### src/rtl/fti_pkg.sv
// constants for the fifo threshold and interrupt clear block
// Overview of operation
// - rx threshold raises bit 2 at/above level
// - rx threshold above depth stores depth
// - rx threshold offset by one entry
// - tx threshold raises bit 4 at/below level
// - tx threshold above depth stores depth
// - tx threshold encoded directly, no offset
// - combined clear read clears flags, abort cause
// - combined clear spares hardware-cleared flags
// - abort cause kept under bit 9 exception
// - underflow clear read clears bit 0
// - overflow clear read clears bit 1
// - tx overflow clear read clears bit 3
// - read request clear read clears bit 5
// - empty receive data read sets underflow
// - byte into full buffer: overflow, dropped
package fti_pkg;

  // ************************************************************
  // bus
  // ************************************************************
  localparam int         ADDR_W    = 8;
  localparam int         DATA_W    = 32;
  localparam logic [1:0] RESP_OKAY = 2'h0;
  localparam logic [1:0] RESP_SLV  = 2'h2;

  // ************************************************************
  // register offsets
  // ************************************************************
  localparam logic [ADDR_W-1:0] OFS_RX_THR   = 8'h38;
  localparam logic [ADDR_W-1:0] OFS_TX_THR   = 8'h3C;
  localparam logic [ADDR_W-1:0] OFS_CLR_ALL  = 8'h40;
  localparam logic [ADDR_W-1:0] OFS_CLR_RXU  = 8'h44;
  localparam logic [ADDR_W-1:0] OFS_CLR_RXO  = 8'h48;
  localparam logic [ADDR_W-1:0] OFS_CLR_TXO  = 8'h4C;
  localparam logic [ADDR_W-1:0] OFS_CLR_RDR  = 8'h50;
  localparam logic [ADDR_W-1:0] OFS_STATUS   = 8'h70;
  localparam logic [ADDR_W-1:0] OFS_ENABLE   = 8'h74;
  localparam logic [ADDR_W-1:0] OFS_CLR_MASK = 8'h78;
  localparam logic [ADDR_W-1:0] OFS_ABORT    = 8'h7C;

  // ************************************************************
  // fields and reset values
  // ************************************************************
  localparam int         THR_W     = 8;
  localparam logic [7:0] THR_RESET = 8'h00;
  localparam int         NFLAG     = 6;
  localparam int         B_RXU     = 0;
  localparam int         B_RXO     = 1;
  localparam int         B_RXL     = 2;
  localparam int         B_TXO     = 3;
  localparam int         B_TXE     = 4;
  localparam int         B_RDR     = 5;
  // bits set by events and cleared by software
  localparam logic [NFLAG-1:0] EVENT_MASK = 6'h2B;
  localparam logic [NFLAG-1:0] EN_RESET   = 6'h00;
  localparam int               ABORT_KEEP = 9;

endpackage

### src/rtl/fti_top.sv
// fifo thresholds, read-to-clear interrupt flags, axi4-lite slave
//
// The AXI4-Lite slave port was decided locally.
`timescale 1ns/1ns
`default_nettype none
module fti_top #(
  parameter int RX_DEPTH = 16,
  parameter int TX_DEPTH = 16,
  parameter int LVL_W    = 9,
  parameter int ABRT_W   = 17
) (
  input  wire logic                      aclk,
  input  wire logic                      aresetn,
  input  wire logic                      ce,
  input  wire logic [fti_pkg::ADDR_W-1:0] s_axi_awaddr,
  input  wire logic                      s_axi_awvalid,
  output var  logic                      s_axi_awready,
  input  wire logic [fti_pkg::DATA_W-1:0] s_axi_wdata,
  input  wire logic [3:0]                s_axi_wstrb,
  input  wire logic                      s_axi_wvalid,
  output var  logic                      s_axi_wready,
  output var  logic [1:0]                s_axi_bresp,
  output var  logic                      s_axi_bvalid,
  input  wire logic                      s_axi_bready,
  input  wire logic [fti_pkg::ADDR_W-1:0] s_axi_araddr,
  input  wire logic                      s_axi_arvalid,
  output var  logic                      s_axi_arready,
  output var  logic [fti_pkg::DATA_W-1:0] s_axi_rdata,
  output var  logic [1:0]                s_axi_rresp,
  output var  logic                      s_axi_rvalid,
  input  wire logic                      s_axi_rready,
  input  wire logic [LVL_W-1:0]          rx_level,
  input  wire logic [LVL_W-1:0]          tx_level,
  input  wire logic                      rx_data_rd,
  input  wire logic                      rx_byte_in,
  input  wire logic                      tx_over_evt,
  input  wire logic                      rd_req_evt,
  input  wire logic                      abort_evt,
  input  wire logic [ABRT_W-1:0]         abort_src,
  input  wire logic                      restart_off,
  output var  logic                      rx_push,
  output var  logic [fti_pkg::NFLAG-1:0] raw_status,
  output var  logic [ABRT_W-1:0]         abort_cause,
  output var  logic                      irq
);

  // ************************************************************
  // constants derived from parameters
  // ************************************************************
  localparam logic [LVL_W-1:0] RX_FULL  = LVL_W'(RX_DEPTH);
  localparam logic [LVL_W-1:0] LVL_ONE  = LVL_W'(1);
  localparam logic [LVL_W-1:0] LVL_ZERO = '0;
  localparam logic [fti_pkg::THR_W:0] RX_MAX =
    (fti_pkg::THR_W+1)'(RX_DEPTH);
  localparam logic [fti_pkg::THR_W:0] TX_MAX =
    (fti_pkg::THR_W+1)'(TX_DEPTH);

  // ************************************************************
  // state
  // ************************************************************
  logic [fti_pkg::THR_W-1:0]  rx_thr_r;
  logic [fti_pkg::THR_W-1:0]  tx_thr_r;
  logic [fti_pkg::NFLAG-1:0]  en_r;
  logic [ABRT_W-1:0]          abort_r;
  logic [fti_pkg::ADDR_W-1:0] wa_r;
  logic [fti_pkg::DATA_W-1:0] wd_r;
  logic [3:0]                 ws_r;
  logic                       aw_full_r;
  logic                       w_full_r;

  // ************************************************************
  // bus handshakes
  // ************************************************************
  logic aw_hs;
  logic w_hs;
  logic b_hs;
  logic ar_hs;
  logic r_hs;
  logic do_wr;

  assign aw_hs = ce & s_axi_awvalid & s_axi_awready;
  assign w_hs  = ce & s_axi_wvalid & s_axi_wready;
  assign b_hs  = ce & s_axi_bvalid & s_axi_bready;
  assign ar_hs = ce & s_axi_arvalid & s_axi_arready;
  assign r_hs  = ce & s_axi_rvalid & s_axi_rready;
  // write lands once both halves are held and no answer is pending
  assign do_wr = ce & aw_full_r & w_full_r & ~s_axi_bvalid;

  // ************************************************************
  // write decode
  // ************************************************************
  logic wr_rx;
  logic wr_tx;
  logic wr_en;
  logic wr_clr;
  logic wr_map;
  logic wr_ro;

  assign wr_rx  = do_wr & (wa_r == fti_pkg::OFS_RX_THR) & ws_r[0];
  assign wr_tx  = do_wr & (wa_r == fti_pkg::OFS_TX_THR) & ws_r[0];
  assign wr_en  = do_wr & (wa_r == fti_pkg::OFS_ENABLE) & ws_r[0];
  assign wr_clr = do_wr & (wa_r == fti_pkg::OFS_CLR_MASK) & ws_r[0];
  // read-to-clear and status words accept writes without effect
  assign wr_ro  = (wa_r == fti_pkg::OFS_CLR_ALL) |
                  (wa_r == fti_pkg::OFS_CLR_RXU) |
                  (wa_r == fti_pkg::OFS_CLR_RXO) |
                  (wa_r == fti_pkg::OFS_CLR_TXO) |
                  (wa_r == fti_pkg::OFS_CLR_RDR) |
                  (wa_r == fti_pkg::OFS_STATUS)  |
                  (wa_r == fti_pkg::OFS_ABORT);
  assign wr_map = wr_ro |
                  (wa_r == fti_pkg::OFS_RX_THR) |
                  (wa_r == fti_pkg::OFS_TX_THR) |
                  (wa_r == fti_pkg::OFS_ENABLE) |
                  (wa_r == fti_pkg::OFS_CLR_MASK);

  // ************************************************************
  // threshold clamping
  // ************************************************************
  logic [fti_pkg::THR_W-1:0] wbyte;
  logic [fti_pkg::THR_W-1:0] rx_thr_w;
  logic [fti_pkg::THR_W-1:0] tx_thr_w;

  assign wbyte    = wd_r[fti_pkg::THR_W-1:0];
  assign rx_thr_w = ({1'b0, wbyte} > RX_MAX) ?
                    RX_MAX[fti_pkg::THR_W-1:0] : wbyte;
  assign tx_thr_w = ({1'b0, wbyte} > TX_MAX) ?
                    TX_MAX[fti_pkg::THR_W-1:0] : wbyte;

  // ************************************************************
  // read decode, clears act at the address handshake
  // ************************************************************
  logic                      rd_all;
  logic [fti_pkg::NFLAG-1:0] rd_ind;
  logic [fti_pkg::NFLAG-1:0] clr_v;

  assign rd_all = ar_hs & (s_axi_araddr == fti_pkg::OFS_CLR_ALL);
  assign rd_ind[fti_pkg::B_RXU] =
    ar_hs & (s_axi_araddr == fti_pkg::OFS_CLR_RXU);
  assign rd_ind[fti_pkg::B_RXO] =
    ar_hs & (s_axi_araddr == fti_pkg::OFS_CLR_RXO);
  assign rd_ind[fti_pkg::B_TXO] =
    ar_hs & (s_axi_araddr == fti_pkg::OFS_CLR_TXO);
  assign rd_ind[fti_pkg::B_RDR] =
    ar_hs & (s_axi_araddr == fti_pkg::OFS_CLR_RDR);
  assign rd_ind[fti_pkg::B_RXL] = 1'b0;
  assign rd_ind[fti_pkg::B_TXE] = 1'b0;

  // level flags are outside the mask, so no clear reaches them
  assign clr_v = ({fti_pkg::NFLAG{rd_all}} |
                  rd_ind |
                  ({fti_pkg::NFLAG{wr_clr}} &
                   wd_r[fti_pkg::NFLAG-1:0])) &
                 fti_pkg::EVENT_MASK;

  // ************************************************************
  // flag sources
  // ************************************************************
  logic                      rx_empty;
  logic                      rx_full;
  logic                      rx_hit;
  logic                      tx_hit;
  logic [fti_pkg::NFLAG-1:0] set_v;
  logic [fti_pkg::NFLAG-1:0] lvl_v;
  logic [fti_pkg::NFLAG-1:0] flag_v;

  assign rx_empty = (rx_level == LVL_ZERO);
  assign rx_full  = (rx_level >= RX_FULL);
  // stored value n means n+1 entries
  assign rx_hit = rx_level >=
                  (LVL_W'(rx_thr_r) + LVL_ONE);
  assign tx_hit = tx_level <= LVL_W'(tx_thr_r);

  assign set_v[fti_pkg::B_RXU] = rx_data_rd & rx_empty;
  assign set_v[fti_pkg::B_RXO] = rx_byte_in & rx_full;
  assign set_v[fti_pkg::B_RXL] = 1'b0;
  assign set_v[fti_pkg::B_TXO] = tx_over_evt;
  assign set_v[fti_pkg::B_TXE] = 1'b0;
  assign set_v[fti_pkg::B_RDR] = rd_req_evt;

  assign lvl_v = '0 |
    (fti_pkg::NFLAG'(rx_hit) << fti_pkg::B_RXL) |
    (fti_pkg::NFLAG'(tx_hit) << fti_pkg::B_TXE);

  // ************************************************************
  // flags: sticky for events, live for levels
  // ************************************************************
  genvar g;
  generate
    for (g = 0; g < fti_pkg::NFLAG; g = g + 1) begin : gen_flag
      if (fti_pkg::EVENT_MASK[g]) begin : gen_evt
        fti_sticky u_flag (
          .aclk    (aclk),
          .aresetn (aresetn),
          .ce      (ce),
          .set     (set_v[g]),
          .clr     (clr_v[g]),
          .q       (flag_v[g])
        );
      end else begin : gen_lvl
        assign flag_v[g] = lvl_v[g];
      end
    end
  endgenerate

  // ************************************************************
  // abort cause
  // ************************************************************
  logic              abort_keep;
  logic [ABRT_W-1:0] abort_nxt;

  // with bit 9 set and restart off, the whole cause survives the combined clear
  assign abort_keep = abort_r[fti_pkg::ABORT_KEEP] & restart_off;
  assign abort_nxt  = ((rd_all & ~abort_keep) ? '0 : abort_r) |
                      (abort_evt ? abort_src : '0);

  // ************************************************************
  // read data mux
  // ************************************************************
  logic [fti_pkg::DATA_W-1:0] rd_val;
  logic                       rd_map;
  logic [fti_pkg::DATA_W-1:0] rd_bit;
  logic                       a_rxu;
  logic                       a_rxo;
  logic                       a_txo;
  logic                       a_rdr;

  assign a_rxu = (s_axi_araddr == fti_pkg::OFS_CLR_RXU);
  assign a_rxo = (s_axi_araddr == fti_pkg::OFS_CLR_RXO);
  assign a_txo = (s_axi_araddr == fti_pkg::OFS_CLR_TXO);
  assign a_rdr = (s_axi_araddr == fti_pkg::OFS_CLR_RDR);

  // clear words show the flag, or irq for the combined word, as it was before this read
  assign rd_bit = fti_pkg::DATA_W'(
      a_rxu ? flag_v[fti_pkg::B_RXU] :
      a_rxo ? flag_v[fti_pkg::B_RXO] :
      a_txo ? flag_v[fti_pkg::B_TXO] :
      a_rdr ? flag_v[fti_pkg::B_RDR] : irq);

  assign rd_map = a_rxu | a_rxo | a_txo | a_rdr |
                  (s_axi_araddr == fti_pkg::OFS_CLR_ALL) |
                  (s_axi_araddr == fti_pkg::OFS_RX_THR) |
                  (s_axi_araddr == fti_pkg::OFS_TX_THR) |
                  (s_axi_araddr == fti_pkg::OFS_STATUS) |
                  (s_axi_araddr == fti_pkg::OFS_ENABLE) |
                  (s_axi_araddr == fti_pkg::OFS_CLR_MASK) |
                  (s_axi_araddr == fti_pkg::OFS_ABORT);

  // upper bits stay zero by the zero-extending casts
  assign rd_val =
    (s_axi_araddr == fti_pkg::OFS_RX_THR) ?
      fti_pkg::DATA_W'(rx_thr_r) :
    (s_axi_araddr == fti_pkg::OFS_TX_THR) ?
      fti_pkg::DATA_W'(tx_thr_r) :
    (s_axi_araddr == fti_pkg::OFS_STATUS) ?
      fti_pkg::DATA_W'(flag_v) :
    (s_axi_araddr == fti_pkg::OFS_ENABLE) ?
      fti_pkg::DATA_W'(en_r) :
    (s_axi_araddr == fti_pkg::OFS_ABORT) ?
      fti_pkg::DATA_W'(abort_r) :
    (rd_map && s_axi_araddr != fti_pkg::OFS_CLR_MASK) ?
      rd_bit : '0;

  // ************************************************************
  // write channel
  // ************************************************************
  always_ff @(posedge aclk) begin
    if (!aresetn) begin
      s_axi_awready <= 1'b1;
      s_axi_wready  <= 1'b1;
      aw_full_r     <= 1'b0;
      w_full_r      <= 1'b0;
      wa_r          <= '0;
      wd_r          <= '0;
      ws_r          <= '0;
    end else begin
      if (aw_hs) begin
        s_axi_awready <= 1'b0;
        aw_full_r     <= 1'b1;
        wa_r          <= s_axi_awaddr;
      end else if (b_hs) begin
        s_axi_awready <= 1'b1;
      end
      if (w_hs) begin
        s_axi_wready <= 1'b0;
        w_full_r     <= 1'b1;
        wd_r         <= s_axi_wdata;
        ws_r         <= s_axi_wstrb;
      end else if (b_hs) begin
        s_axi_wready <= 1'b1;
      end
      if (do_wr) begin
        aw_full_r <= 1'b0;
        w_full_r  <= 1'b0;
      end
    end
  end

  always_ff @(posedge aclk) begin
    if (!aresetn) begin
      s_axi_bvalid <= 1'b0;
      s_axi_bresp  <= fti_pkg::RESP_OKAY;
    end else if (do_wr) begin
      s_axi_bvalid <= 1'b1;
      s_axi_bresp  <= wr_map ? fti_pkg::RESP_OKAY : fti_pkg::RESP_SLV;
    end else if (b_hs) begin
      s_axi_bvalid <= 1'b0;
    end
  end

  // ************************************************************
  // read channel
  // ************************************************************
  always_ff @(posedge aclk) begin
    if (!aresetn) begin
      s_axi_arready <= 1'b1;
      s_axi_rvalid  <= 1'b0;
      s_axi_rdata   <= '0;
      s_axi_rresp   <= fti_pkg::RESP_OKAY;
    end else if (ar_hs) begin
      s_axi_arready <= 1'b0;
      s_axi_rvalid  <= 1'b1;
      s_axi_rdata   <= rd_val;
      s_axi_rresp   <= rd_map ? fti_pkg::RESP_OKAY : fti_pkg::RESP_SLV;
    end else if (r_hs) begin
      s_axi_arready <= 1'b1;
      s_axi_rvalid  <= 1'b0;
    end
  end

  // ************************************************************
  // control registers
  // ************************************************************
  always_ff @(posedge aclk) begin
    if (!aresetn) begin
      rx_thr_r <= fti_pkg::THR_RESET;
      tx_thr_r <= fti_pkg::THR_RESET;
      en_r     <= fti_pkg::EN_RESET;
    end else begin
      if (wr_rx) begin
        rx_thr_r <= rx_thr_w;
      end
      if (wr_tx) begin
        tx_thr_r <= tx_thr_w;
      end
      if (wr_en) begin
        en_r <= wd_r[fti_pkg::NFLAG-1:0];
      end
    end
  end

  // ************************************************************
  // status outputs, all registered
  // ************************************************************
  always_ff @(posedge aclk) begin
    if (!aresetn) begin
      abort_r    <= '0;
      rx_push    <= 1'b0;
      raw_status <= '0;
      irq        <= 1'b0;
    end else if (ce) begin
      abort_r    <= abort_nxt;
      // a byte meeting a full buffer is not pushed
      rx_push    <= rx_byte_in & ~rx_full;
      raw_status <= flag_v;
      irq        <= |(((flag_v & ~clr_v) | set_v) & en_r);
    end
  end

  assign abort_cause = abort_r;

endmodule
`default_nettype wire

### src/rtl/fti_sticky.sv
// one sticky event flag, set wins over clear
`timescale 1ns/1ns
`default_nettype none
module fti_sticky (
  input  wire logic aclk,
  input  wire logic aresetn,
  input  wire logic ce,
  input  wire logic set,
  input  wire logic clr,
  output var  logic q
);

  logic q_nxt;

  assign q_nxt = set | (q & ~clr);

  always_ff @(posedge aclk) begin
    if (!aresetn) begin
      q <= 1'b0;
    end else if (ce) begin
      q <= q_nxt;
    end
  end

endmodule
`default_nettype wire

### config.mk
export PLATFORM = sky130hd
export DESIGN_NAME = fti_top
export DESIGN_NICKNAME = d
export VERILOG_FILES = /design/src/rtl/fti_pkg.sv /design/src/rtl/fti_top.sv /design/src/rtl/fti_sticky.sv
export SDC_FILE = /design/constraint.sdc
export NUM_CORES = 1
export LEC_CHECK = 0
export ABC_AREA = 1
export BUFFER_PORTS_ARGS = -buffer_cell sky130_fd_sc_hd__buf_2
export CORE_UTILIZATION = 55
export DETAILED_ROUTE_END_ITERATION = 12
export GPL_TIMING_DRIVEN = 0
export PLACE_DENSITY = 0.92
export RECOVER_POWER = 50
export SYNTH_ARGS = -nofsm -noshare
export SYNTH_HDL_FRONTEND = slang
export SYNTH_HIERARCHICAL = 1
export SYNTH_SLANG_ARGS = --single-unit
### constraint.sdc
create_clock -name aclk -period 5.85 [get_ports aclk]
set_input_delay 0.8775 -clock aclk [delete_from_list [all_inputs] [get_ports aclk]]
set_output_delay 0.8775 -clock aclk [all_outputs]
set_load 0.01 [all_outputs]
# Yosys cells after proc, flatten, opt, wreduce, memory -nomap -nowiden
# Cells that the tools add are included.
# W data, S select, Z words.
# op_classes
order_cmp,4
n_reduce_logical,8
mux,24
add_sub_neg,1
eq_ne,23
bitwise,76
# ops
cell,count
$eq A8 B7 Y1 const B,18
$mux W17,7
$and A1 B1 Y1,35
$eq A8 B6 Y1 const B,4
$or A1 B1 Y1,24
$and A6 B6 Y6,3
$or A6 B6 Y6,3
$or A17 B17 Y17,1
$mux W1,14
$add A8 B1 Y9 const B,1
$ge A9 B5 Y1 const B,1
$ge A9 B9 Y1,1
$le A9 B8 Y1,1
$logic_not A9 Y1,1
$gt A8 B5 Y1 const B,1
$mux W8,1
$ne A8 B7 Y1 const B,1
$not A1 Y1,8
$reduce_bool A2 Y1,4
$not A6 Y6,1
$reduce_or A6 Y1,1
$or A3 B5 Y5,1
$mux W2,2
$reduce_or A2 Y1,1
$logic_and A1 B1 Y1,1
# totals
output_inout_bits,66
elab_cells,160
reg_bits,111
in_bits,101

# Longest topological paths before layout
# Gate-level depths: netlist (run 1).
# depth
word_depth,18
mapped_depth,15
mapped_depth_nobuf,15

# Modules after synthesis
# The synthesis (run 1) kept the hierarchy.
# modules_own_cells
module,n_inst,cells_each,seq_area_each_um2,area_each_um2
fti_top,1,662,1801.7,4739.5
fti_sticky,4,6,20.0,43.8

# Worst setup path before layout (run 1)
# No wires, ideal clock.
# synth_timing
path_type,register to register
startpoint,reg rx_thr_r[0] (netlist bit)
endpoint,reg s_axi_rdata[2] (netlist bit)
t_arrival_ps,1933
stages_incl_launch_ff,14
n_path_buf,0
slack_ps,3783
period_less_slack_ps,2067
cell_sequence,dfxtp_1 ha_1 nand3_1 nor2_1 nand2_1 xor2_1 ha_1 a21oi_1 o21a_1 nand4_1 nand2_1 nand3_1 o21bai_1 a21oi_1
# synth_via
elab_chain_len,6
# synth_rtl
item,line_no,text
start: declaration,fti_top.sv:61,logic [fti_pkg::THR_W-1:0] rx_thr_r;
start signal: assignment,fti_top.sv:336,rx_thr_r <= fti_pkg::THR_RESET;
start signal: assignment,fti_top.sv:341,rx_thr_r <= rx_thr_w;
$add A8 B1 Y9,fti_top.sv:171,(LVL_W'(rx_thr_r) + LVL_ONE);
$ge A9 B9 Y1,fti_top.sv:170,assign rx_hit = rx_level >=
$or A3 B5 Y5,fti_top.sv:182,(fti_pkg::NFLAG'(rx_hit) << fti_pkg::B_RXL) |
$mux W17,fti_top.sv:255,(s_axi_araddr == fti_pkg::OFS_STATUS) ?
$mux W17,fti_top.sv:253,(s_axi_araddr == fti_pkg::OFS_TX_THR) ?
$mux W17,fti_top.sv:251,(s_axi_araddr == fti_pkg::OFS_RX_THR) ?
end signal: assignment,fti_top.sv:323,s_axi_rdata <= rd_val;
end: declaration,fti_top.sv:28,"output var logic [fti_pkg::DATA_W-1:0] s_axi_rdata,"
# Every way passes these cells.
# A chain may end at the register's enable or synchronous reset.

# Final worst setup path (run 1)
# layout_timing
startpoint,in ce
endpoint,"reg abort_r[9], in the netlist abort_cause[9]"
# layout_via
elab_chain_len,6
# layout_rtl
item,line_no,text
start: declaration,fti_top.sv:14,"input wire logic ce,"
$and A1 B1 Y1 (2 in a row),fti_top.sv:84,assign ar_hs = ce & s_axi_arvalid & s_axi_arready;
$and A1 B1 Y1,fti_top.sv:137,assign rd_all = ar_hs & (s_axi_araddr == fti_pkg::OFS_CLR_ALL);
$and A1 B1 Y1,fti_top.sv:214,assign abort_nxt = ((rd_all & ~abort_keep) ? '0 : abort_r) |
$mux W17,fti_top.sv:214,
$or A17 B17 Y17,fti_top.sv:214,
end signal: assignment,fti_top.sv:362,abort_r <= abort_nxt;
end: declaration,fti_top.sv:64,logic [ABRT_W-1:0] abort_r;
# Parallel ways exist; a longest one is shown, timed or not.

==> results.toml, run 1 <==
[status]
status = "completed"

[route]
postRouteAntennaNets = 0
wirelength_mm = 12.9
drc = 0
drtPass1Iterations = 5
wire_per_inst_um = 13.6
routed-via-count = 5137
viasPerCell = 5.42
drtIter0Drc = 351

[timing]
finalCritPeriodShare = 0.487
finalClockSkew_ns = 0.0107
tightest_slew_ns = 0.670
fin_tns_setup_ns = 0
fin_crit_ns = 2.85
drv_slew = 0
hold_viol = 0
maxSlewHeadroom = 0.553
timing.fmax_mhz = 351
rsz0062_at_grt = "false"
setup_viol = 0

[floorplanning]
die_y_um = 96.5
die_w_um = 96.5
core_um2 = 8680
boundaryPins = 167
initial_core_util = 0.566
die_area_um2 = 9320
num_rows = 34

[clocking]
clock-sinks = 94
ctsResizeCount = 0
cts_setup_buffers = 0
cts-buffers-inserted = 9
cts_tree = "yes"
htree_levels = 3
cts-hold-fix-buffers = 0
clockRootBuffer = "clkbuf_8"
clk_pin_slew_ns = 0.10
clock_path_buffers = 2
insertion_delay_ns = 0.36

[worst_setup_path]
r2r_slack_ns = 3.38
reg2reg_depth = 13
end_kind = "flop"
critPathKind = "input port to flop"
critPathArrivalTime_ns = 3.08
reg2reg_from = "rx_thr_r[0]$_SDFFE_PN0P_"
cp-start-kind = "input port"
required_ns = 6.08
path_cells = "clkbuf_1 > clkbuf_1 > nand3_4 > inv_1 > nand3_2 > a21o_1 > buf_4 > buf_6 > nand2_1 > a21oi_1"
max_stage_delay_ns = 0.57
crit_top_cell = "clkbuf_1"
worst_path_max_delay_cell = "clkbuf_1"
cp_max_fo = 10
cp-endpoint = "abort_cause[9]$_SDFFE_PN0P_"
crit_start = "ce"
r2r-end = "s_axi_rdata[2]$_SDFFE_PN0P_"

[place]
hpwl_mm = 10.1
port_buffers = 122
gp_congestion = 0.952

[cells_and_area]
drive_gt1_frac = 0.174
antenna_cells = 0
final_nets = 954
area_growth_pct = 19.2
fin_util = 0.675

[worst_hold_path]
min_path_type = "flop to flop"

[logic_synthesis]
synthAdderAreaFrac = 0.0458
synth_area_leaders = "dfxtp_1 38%, nand2_1 12%, a21oi_1 7.7%"
ys.flop_type = "dfxtp_1"
synth_top_family_by_area = "simple AND/OR/NAND/NOR gates"
synth-seq-cells = 94
syn_inst = 686
synth_top_area_share = 0.383
synth_most_common_cell = "nand2_1"
synth_commonest_cells = "157 x nand2_1, 94 x dfxtp_1, 76 x a21oi_1, 75 x inv_1, 54 x o21ai_0"
yosysSeqAreaShare = 0.383
yosys.area_share.xor_xnor = 0.00891
synthArstFlopShare = 0
netlist_area_um2 = 4910
ys_warn_count = 6
avgSynthCellArea_um2 = 7.16
yosys.area_share.simple = 0.273
synth_edf_count = 0
synth_compound_area_frac = 0.174
synth_cell_types = 48
synth_top_area_cell = "dfxtp_1"
synthMuxAreaShare = 0

[global_routing]
gr-total-overflow = 0
grt_max_degree = 18
grt_pass1_wl_mm = 20.1
grt_antenna_before_repair = 0
grt_pass1_vias = 4469
track_usage = 0.280

[power]
power_leakage_nw = 2.57
powerDensity_nw_per_um2 = 225
ir_drop_mv = 0.209

[flow_run]
cap_violations = 0
stage by stage:
stage / setup WS, ns / hold slack [ns] / power (W) / std cells / cell area [um2]
floorplan: 3.78 / 0.423 / 0.000804 / 702 / 4970
global placement: 3.38 / 0.434 / 0.000873 / 932 / 5720
detailed placement: 3.37 / 0.438 / 0.000877 / 932 / 5720
CTS: 3.40 / 0.454 / 0.00132 / 948 / 5940
global route: 2.86 / 0.474 / 0.00137 / 948 / 5860
finish: 3.00 / 0.452 / 0.00132 / 948 / 5860
flip-flops by register name, indices dropped and copies added (netlist names), 6 cells and up:
| register | flops |
|---|---|
| en_r | 6 |
| abort_cause | 17 |
| wa_r | 8 |
| raw_status | 6 |
| tx_thr_r | 8 |
| rx_thr_r | 8 |
| wd_r | 8 |
| s_axi_rdata | 17 |
area by class of cell:
type                       count  area [um2]
tap                          108         135
timing repair buffer         122         547
inverter                      84         315
multi-input combinational    483        2520
fill                         741        2820
clock buffer                  10         138
clock inverter                 6        77.6
sequential                    94        1880
buffer                        41         244
where the power goes:
| group | leakage [nW] | switching [W] | internal (W) |
|---|---|---|---|
| Clock | 0.107 | 0.000240 | 0.000217 |
| Combinational | 1.69 | 0.000111 | 0.0000670 |
| Sequential | 0.767 | 0.0000191 | 0.000665 |
| Total | 2.57 | 0.000369 | 0.000950 |
worst min-delay path by stage:
stage,startpoint,to,slack (ns),depth (start not counted)
after floorplan,wd_r[7]$_SDFFE_PN0P_,wd_r[7]$_SDFFE_PN0P_,0.42,2
after global routing,wd_r[7]$_SDFFE_PN0P_,wd_r[7]$_SDFFE_PN0P_,0.47,2
after global placement,wd_r[6]$_SDFFE_PN0P_,wd_r[6]$_SDFFE_PN0P_,0.43,2
after CTS,wa_r[0]$_SDFFE_PN0P_,wa_r[0]$_SDFFE_PN0P_,0.45,2
after detailed placement,wa_r[0]$_SDFFE_PN0P_,wa_r[0]$_SDFFE_PN0P_,0.44,2
final,wa_r[0]$_SDFFE_PN0P_,wa_r[0]$_SDFFE_PN0P_,0.45,2
critical path: cells and delay by family:
kind / cells / cell delay [ns]
AND/OR/NAND/NOR: 3 / 0.44
AO/OA/AOI/OAI: 2 / 0.23
buffers and inverters: 5 / 1.53
cells in the final DEF (no fill, tap or decap), types with 3 or more instances in the layout:
| cell type | instances |
|---|---|
| nor2_2 | 3 |
| nand2_2 | 6 |
| o211ai_1 | 5 |
| o21ai_0 | 54 |
| a21oi_1 | 76 |
| a21oi_2 | 6 |
| nor4_1 | 3 |
| inv_2 | 7 |
| o21bai_1 | 3 |
| buf_4 | 22 |
| conb_1 | 17 |
| nor2_4 | 4 |
| clkbuf_1 | 67 |
| inv_1 | 76 |
| xor2_1 | 4 |
| nor2_1 | 41 |
| nand4_1 | 10 |
| nand2_1 | 157 |
| ha_1 | 18 |
| nor3_1 | 9 |
| dfxtp_1 | 94 |
| clkbuf_8 | 10 |
| nand3_1 | 40 |
| buf_2 | 71 |
layer usage:
metal,global-route usage,up-vias,share of wire
met3,0.0485,33,0.085
met4,0.114,0,0.028
li1,-,2525,-
met2,0.469,250,0.48
met5,0,-,0
met1,0.357,2329,0.41
cells by family (layout without fill, tap and decap cells):
group | after synthesis | in the layout
AOI/OAI and AO/OA | 157 | 157
xor gates and xnor gates | 5 | 5
adders and majority gates | 18 | 18
buffers and inverters | 125 | 263
DFF | 94 | 94
other | 1 | 17
and+or+nand+nor | 286 | 286
No activity file was read; power rests on OpenSTA's default activity.
==> run 2, diff against run 1 <==
--- a/config.mk
+++ b/config.mk
@@ -7,10 +7,10 @@
 export LEC_CHECK = 0
 export ABC_AREA = 1
 export BUFFER_PORTS_ARGS = -buffer_cell sky130_fd_sc_hd__buf_2
-export CORE_UTILIZATION = 55
+export CORE_UTILIZATION = 46
 export DETAILED_ROUTE_END_ITERATION = 12
 export GPL_TIMING_DRIVEN = 0
-export PLACE_DENSITY = 0.92
+export PLACE_DENSITY = 0.83
 export RECOVER_POWER = 50
 export SYNTH_ARGS = -nofsm -noshare
 export SYNTH_HDL_FRONTEND = slang
==> constraint.sdc (replaced) <==
create_clock -name aclk -period 2.35 [get_ports aclk]
set_input_delay 0.3525 -clock aclk [delete_from_list [all_inputs] [get_ports aclk]]
set_output_delay 0.3525 -clock aclk [all_outputs]
set_load 0.01 [all_outputs]
==> results.toml, run 2 (synthesized netlist as in run 1, its figures left out) <==
[power]
power_leakage_nw = 2.58
powerDensity_nw_per_um2 = 543
ir_drop_mv = 0.419

[worst_setup_path]
crit_top_cell = "nand2_1"
cp_max_fo = 5
critPathBufInv = 0
reg2reg_depth = 13
path_cells = "ha_4 > nand3_4 > nor2_4 > nand2_1 > xor2_1 > ha_1 > a21oi_2 > o21a_1 > nand4_1 > nand2_1 > nand3_1 > o21bai_1 > a21oi_1"
end_kind = "flop"
required_ns = 2.57
r2r_slack_ns = -0.04
critPathArrivalTime_ns = 2.62
reg2reg_from = "rx_thr_r[1]$_SDFFE_PN0P_"
crit_family = "simple AND/OR/NAND/NOR gates"
r2r-end = "s_axi_rdata[2]$_SDFFE_PN0P_"
max_stage_delay_ns = 0.39
critPathKind = "flop to flop"
cp-start-kind = "flop"
worst_path_max_delay_cell = "dfxtp_4"

[floorplanning]
die_area_um2 = 11100
die_y_um = 105
core_um2 = 10300
initial_core_util = 0.476
boundaryPins = 167
num_rows = 37
die_w_um = 105

[timing]
fin_crit_ns = 2.39
hold_viol = 0
setup_viol = 1
finalCritPeriodShare = 1.02
fin_ws_ns = -0.0445
maxSlewHeadroom = 0.459
hold_ws_ns = 0.229
rsz0062_at_grt = "true"
finalClockSkew_ns = 0.0117
fin_tns_setup_ns = -0.0445
drv_slew = 0
timing.fmax_mhz = 418
tightest_slew_ns = 0.811

[route]
drtPass1Iterations = 7
drc = 0
postRouteAntennaNets = 0
viasPerCell = 5.12
wire_per_inst_um = 13.5
routed-via-count = 5008
drtIter0Drc = 273
wirelength_mm = 13.2

[cells_and_area]
final_cell_mix = "157 x nand2_1, 90 x dfxtp_1, 75 x inv_1, 75 x a21oi_1, 73 x buf_2"
final_cell_area_um2 = 5960
final_nets = 958
fin_util = 0.577
drive_gt1_frac = 0.192
antenna_cells = 0
mostFrequentLayoutCell = "nand2_1"
stdcell_count = 979
area_growth_pct = 21.3

[place]
gp_congestion = 0.937
port_buffers = 122
dp_cells = 960
hpwl_mm = 10.3
placed_area_um2 = 5760

[global_routing]
track_usage = 0.239
gr-total-overflow = 0
grt_pass1_wl_mm = 21.2
grt_max_degree = 17
grt_antenna_before_repair = 0
grt_pass1_vias = 4505

[clocking]
htree_levels = 3
cts_tree = "yes"
cts-hold-fix-buffers = 0
clk_pin_slew_ns = 0.10
clock_path_buffers = 2
clock-sinks = 94
insertion_delay_ns = 0.36
clockRootBuffer = "clkbuf_8"
cts-buffers-inserted = 9

[worst_hold_path]
min_path_type = "input port to flop"
min_from = "abort_src[12]"
holdPathEnd = "abort_cause[12]$_SDFFE_PN0P_"
holdPathStages = 3

[status]
status = "finished with violations"
violations = "negative setup slack"

[flow_run]
cap_violations = 0
run 2: metal layers:
| metal | up-vias | share of wire | track usage | routed length [um] |
|---|---|---|---|---|
| li1 | 2533 | - | - | - |
| met1 | 2229 | 0.43 | 0.302 | 5670 |
| met2 | 219 | 0.47 | 0.405 | 6260 |
| met3 | 27 | 0.071 | 0.0464 | 942 |
| met4 | 0 | 0.023 | 0.0845 | 306 |
| met5 | - | 0 | 0 | 0 |
run 2: tightest hold or removal path: cells and delay by family:
kind / cells / cell delay [ns]
and+or+nand+nor: 1 / 0.05
AOI/OAI and AO/OA: 1 / 0.05
buffers and inverters: 1 / 0.09
run 2: cell type report:
| class | count | area (um2) |
|---|---|---|
| flip-flops and latches | 94 | 1890 |
| repair buffers | 126 | 579 |
| plain buffers | 41 | 244 |
| multi-input cells | 483 | 2570 |
| clock inverters | 6 | 68.8 |
| clock buffers | 9 | 124 |
| well taps | 136 | 170 |
| fillers | 1002 | 4360 |
| inverters | 84 | 315 |
run 2: power breakdown:
part | switching, W | internal (W) | total [W]
combinational | 0.000275 | 0.000169 | 0.000445
clock | 0.000596 | 0.000494 | 0.00109
sequential | 0.0000475 | 0.00165 | 0.00170
run 2: metrics by stage:
step	setup slack, ns	total power, W
finish	-0.0445	0.00323
detailed placement	-0.124	0.00219
CTS	0.00932	0.00325
global route	-0.118	0.00336
global placement	-0.105	0.00218
floorplan	0.283	0.00200
run 2: worst max path at each step:
| stage | from | to | slack (ns) | depth (start not counted) |
|---|---|---|---|---|
| final | rx_thr_r[1]$_SDFFE_PN0P_ | s_axi_rdata[2]$_SDFFE_PN0P_ | -0.04 | 13 |
| after global placement | rx_thr_r[0]$_SDFFE_PN0P_ | s_axi_rdata[2]$_SDFFE_PN0P_ | -0.10 | 13 |
| after detailed placement | rx_thr_r[0]$_SDFFE_PN0P_ | s_axi_rdata[2]$_SDFFE_PN0P_ | -0.12 | 13 |
| after global routing | rx_thr_r[2]$_SDFFE_PN0P_ | s_axi_rdata[2]$_SDFFE_PN0P_ | -0.12 | 13 |
| after CTS | rx_thr_r[0]$_SDFFE_PN0P_ | s_axi_rdata[2]$_SDFFE_PN0P_ | 0.009 | 13 |
| after floorplan | rx_thr_r[0]$_SDFFE_PN0P_ | s_axi_rdata[2]$_SDFFE_PN0P_ | 0.28 | 13 |
run 2: repair_timing:
item | in CTS | in global routing
setup buffers | 1 | 3
pin swaps | 1 | 8
hold endpoints to repair | 0 | 0
setup endpoints to repair | 1 | 3
gates resized for setup | 3 | 11
==> run 3, diff against run 2 <==
--- a/config.mk
+++ b/config.mk
@@ -7,6 +7,7 @@
 export LEC_CHECK = 0
 export ABC_AREA = 1
 export BUFFER_PORTS_ARGS = -buffer_cell sky130_fd_sc_hd__buf_2
+export CORE_MARGIN = 8
 export CORE_UTILIZATION = 46
 export DETAILED_ROUTE_END_ITERATION = 12
 export GPL_TIMING_DRIVEN = 0
==> results.toml, run 3 (synthesized netlist as in run 1, its figures left out) <==
[floorplanning]
boundaryPins = 167
core_um2 = 10400
die_area_um2 = 14200
initial_core_util = 0.474
die_y_um = 119
num_rows = 37
die_w_um = 119

[power]
total_power_w = 0.00335
ir_drop_mv = 0.396
p_comb_frac = 0.135
seq_power_share = 0.508
p_sw_frac = 0.274
powerDensity_nw_per_um2 = 556
power_switching_w = 0.000918
internal_power_w = 0.00243
clockPowerShare = 0.357
power_leakage_nw = 2.61

[global_routing]
grt_pass1_wl_mm = 22.9
gr-total-overflow = 0
track_usage = 0.196
grt_max_degree = 17
grt_antenna_before_repair = 0
grt_pass1_vias = 4756

[worst_setup_path]
required_ns = 2.58
critPathKind = "flop to flop"
end_kind = "flop"
critPathArrivalTime_ns = 2.53
cp-start-kind = "flop"
cp_max_fo = 3

[place]
port_buffers = 122
hpwl_mm = 11.4
gp_congestion = 0.921

[route]
viasPerCell = 5.06
wirelength_mm = 14.4
postRouteAntennaNets = 0
drc = 0
wire_per_inst_um = 14.6
drtIter0Drc = 394
drtPass1Iterations = 5
routed-via-count = 4972

[clocking]
clock-sinks = 94
cts_tree = "yes"
clockRootBuffer = "clkbuf_8"
htree_levels = 3
clk_pin_slew_ns = 0.10
clock_path_buffers = 2
cts-buffers-inserted = 9
cts-hold-fix-buffers = 0
insertion_delay_ns = 0.36

[status]
status = "completed"

[timing]
tightest_slew_ns = 0.599
fin_crit_ns = 2.30
maxSlewHeadroom = 0.600
finalCritPeriodShare = 0.978
timing.fmax_mhz = 435
setup_viol = 0
hold_viol = 0
finalClockSkew_ns = 0.0156
drv_slew = 0

[worst_hold_path]
min_path_type = "input port to flop"

[flow_run]
cap_violations = 0

[cells_and_area]
antenna_cells = 0
final_cell_mix = "156 x nand2_1, 90 x dfxtp_1, 77 x inv_1"
filler_cell_count = 1036
final_nets = 961
mostFrequentLayoutCell = "nand2_1"
drive_gt1_frac = 0.197
multi_input_area_um2 = 2570
seq_area_um2 = 1890
area_growth_pct = 22.5
fin_util = 0.580
## run 3: cell count changes in the layout (fill, tap and decap cells not counted), moves of 2 or more
cell    before  now
nor2_2       4    6
inv_1       75   77
buf_4       26   28
nor2_1      39   37
inv_2        8    6
## run 3: area by class of cell
type / instances / share of cell area
buffer: 41 / 0.0407
clock buffer: 9 / 0.0206
clock inverter: 6 / 0.0156
inverter: 84 / 0.0524
multi-input combinational: 483 / 0.428
sequential: 94 / 0.314
tap: 136 / 0.0283
timing repair buffer: 129 / 0.100
## run 3: critical path, cell delays in order, from the launching register on
cell and delay (ns):
dfxtp_4 0.38, buf_4 0.11, nand4_1 0.11, nor2_2 0.18, nand3_2 0.08, xor2_1 0.15, ha_1 0.33, nand4_1 0.08
nand3b_1 0.11, nand4_1 0.19, nand2_1 0.12, nand3_1 0.07, o21bai_1 0.17, a21oi_1 0.08
## run 3: repair_timing
action | 4_1_cts | 5_1_grt
buffers inserted | 5 | 2
gates resized for setup | 9 | 11
pin swaps | 6 | 13
cloned | 0 | 0
endpoints found under the setup margin | 1 | 3
hold endpoints to repair | 0 | 0
## run 3: per-stage QoR
| step | hold slack [ns] | std cells | setup TNS, ns | setup slack [ns] | instance area (um2) |
|---|---|---|---|---|---|
| after CTS | 0.216 | 980 | 0 | 0.00141 | 6030 |
| after detailed placement | 0.443 | 960 | -0.128 | -0.128 | 5760 |
| final | 0.225 | 982 | 0 | 0.0506 | 6020 |
| after floorplan | 0.423 | 702 | 0 | 0.283 | 4970 |
| after global placement | 0.435 | 960 | -0.0998 | -0.0998 | 5760 |
| after global routing | 0.221 | 982 | -0.154 | -0.0737 | 6020 |
## run 3: worst paths after layout
check,startpoint,slack (ns),end,cells past startpoint
setup / recovery,rx_thr_r[1]$_SDFFE_PN0P_,0.05,s_axi_rdata[2]$_SDFFE_PN0P_,13
hold / removal,abort_src[15],0.23,abort_cause[15]$_SDFFE_PN0P_,3
setup reg to reg,rx_thr_r[1]$_SDFFE_PN0P_,0.05,s_axi_rdata[2]$_SDFFE_PN0P_,13
hold reg to reg,wd_r[7]$_SDFFE_PN0P_,0.45,wd_r[7]$_SDFFE_PN0P_,2
## run 3: metal layers
metal  GRT usage  up-vias  wire length (um)  part of all wire
met5           0        -                 0                 0
met4      0.0648        0               306             0.021
met3      0.0472       24               949             0.066
met2       0.336      170              7020              0.49
met1       0.237     2243              6110              0.42
li1            -     2535                 -                 -
## run 3: power by group through the flow
stage | clock [W] | sequential [W] | combinational, W
floorplan | 0 | 0.00174 | 0.000258
global placement | 0 | 0.00173 | 0.000446
detailed placement | 0 | 0.00174 | 0.000454
CTS | 0.00120 | 0.00170 | 0.000461
global route | 0.00127 | 0.00171 | 0.000507
finish | 0.00120 | 0.00170 | 0.000451
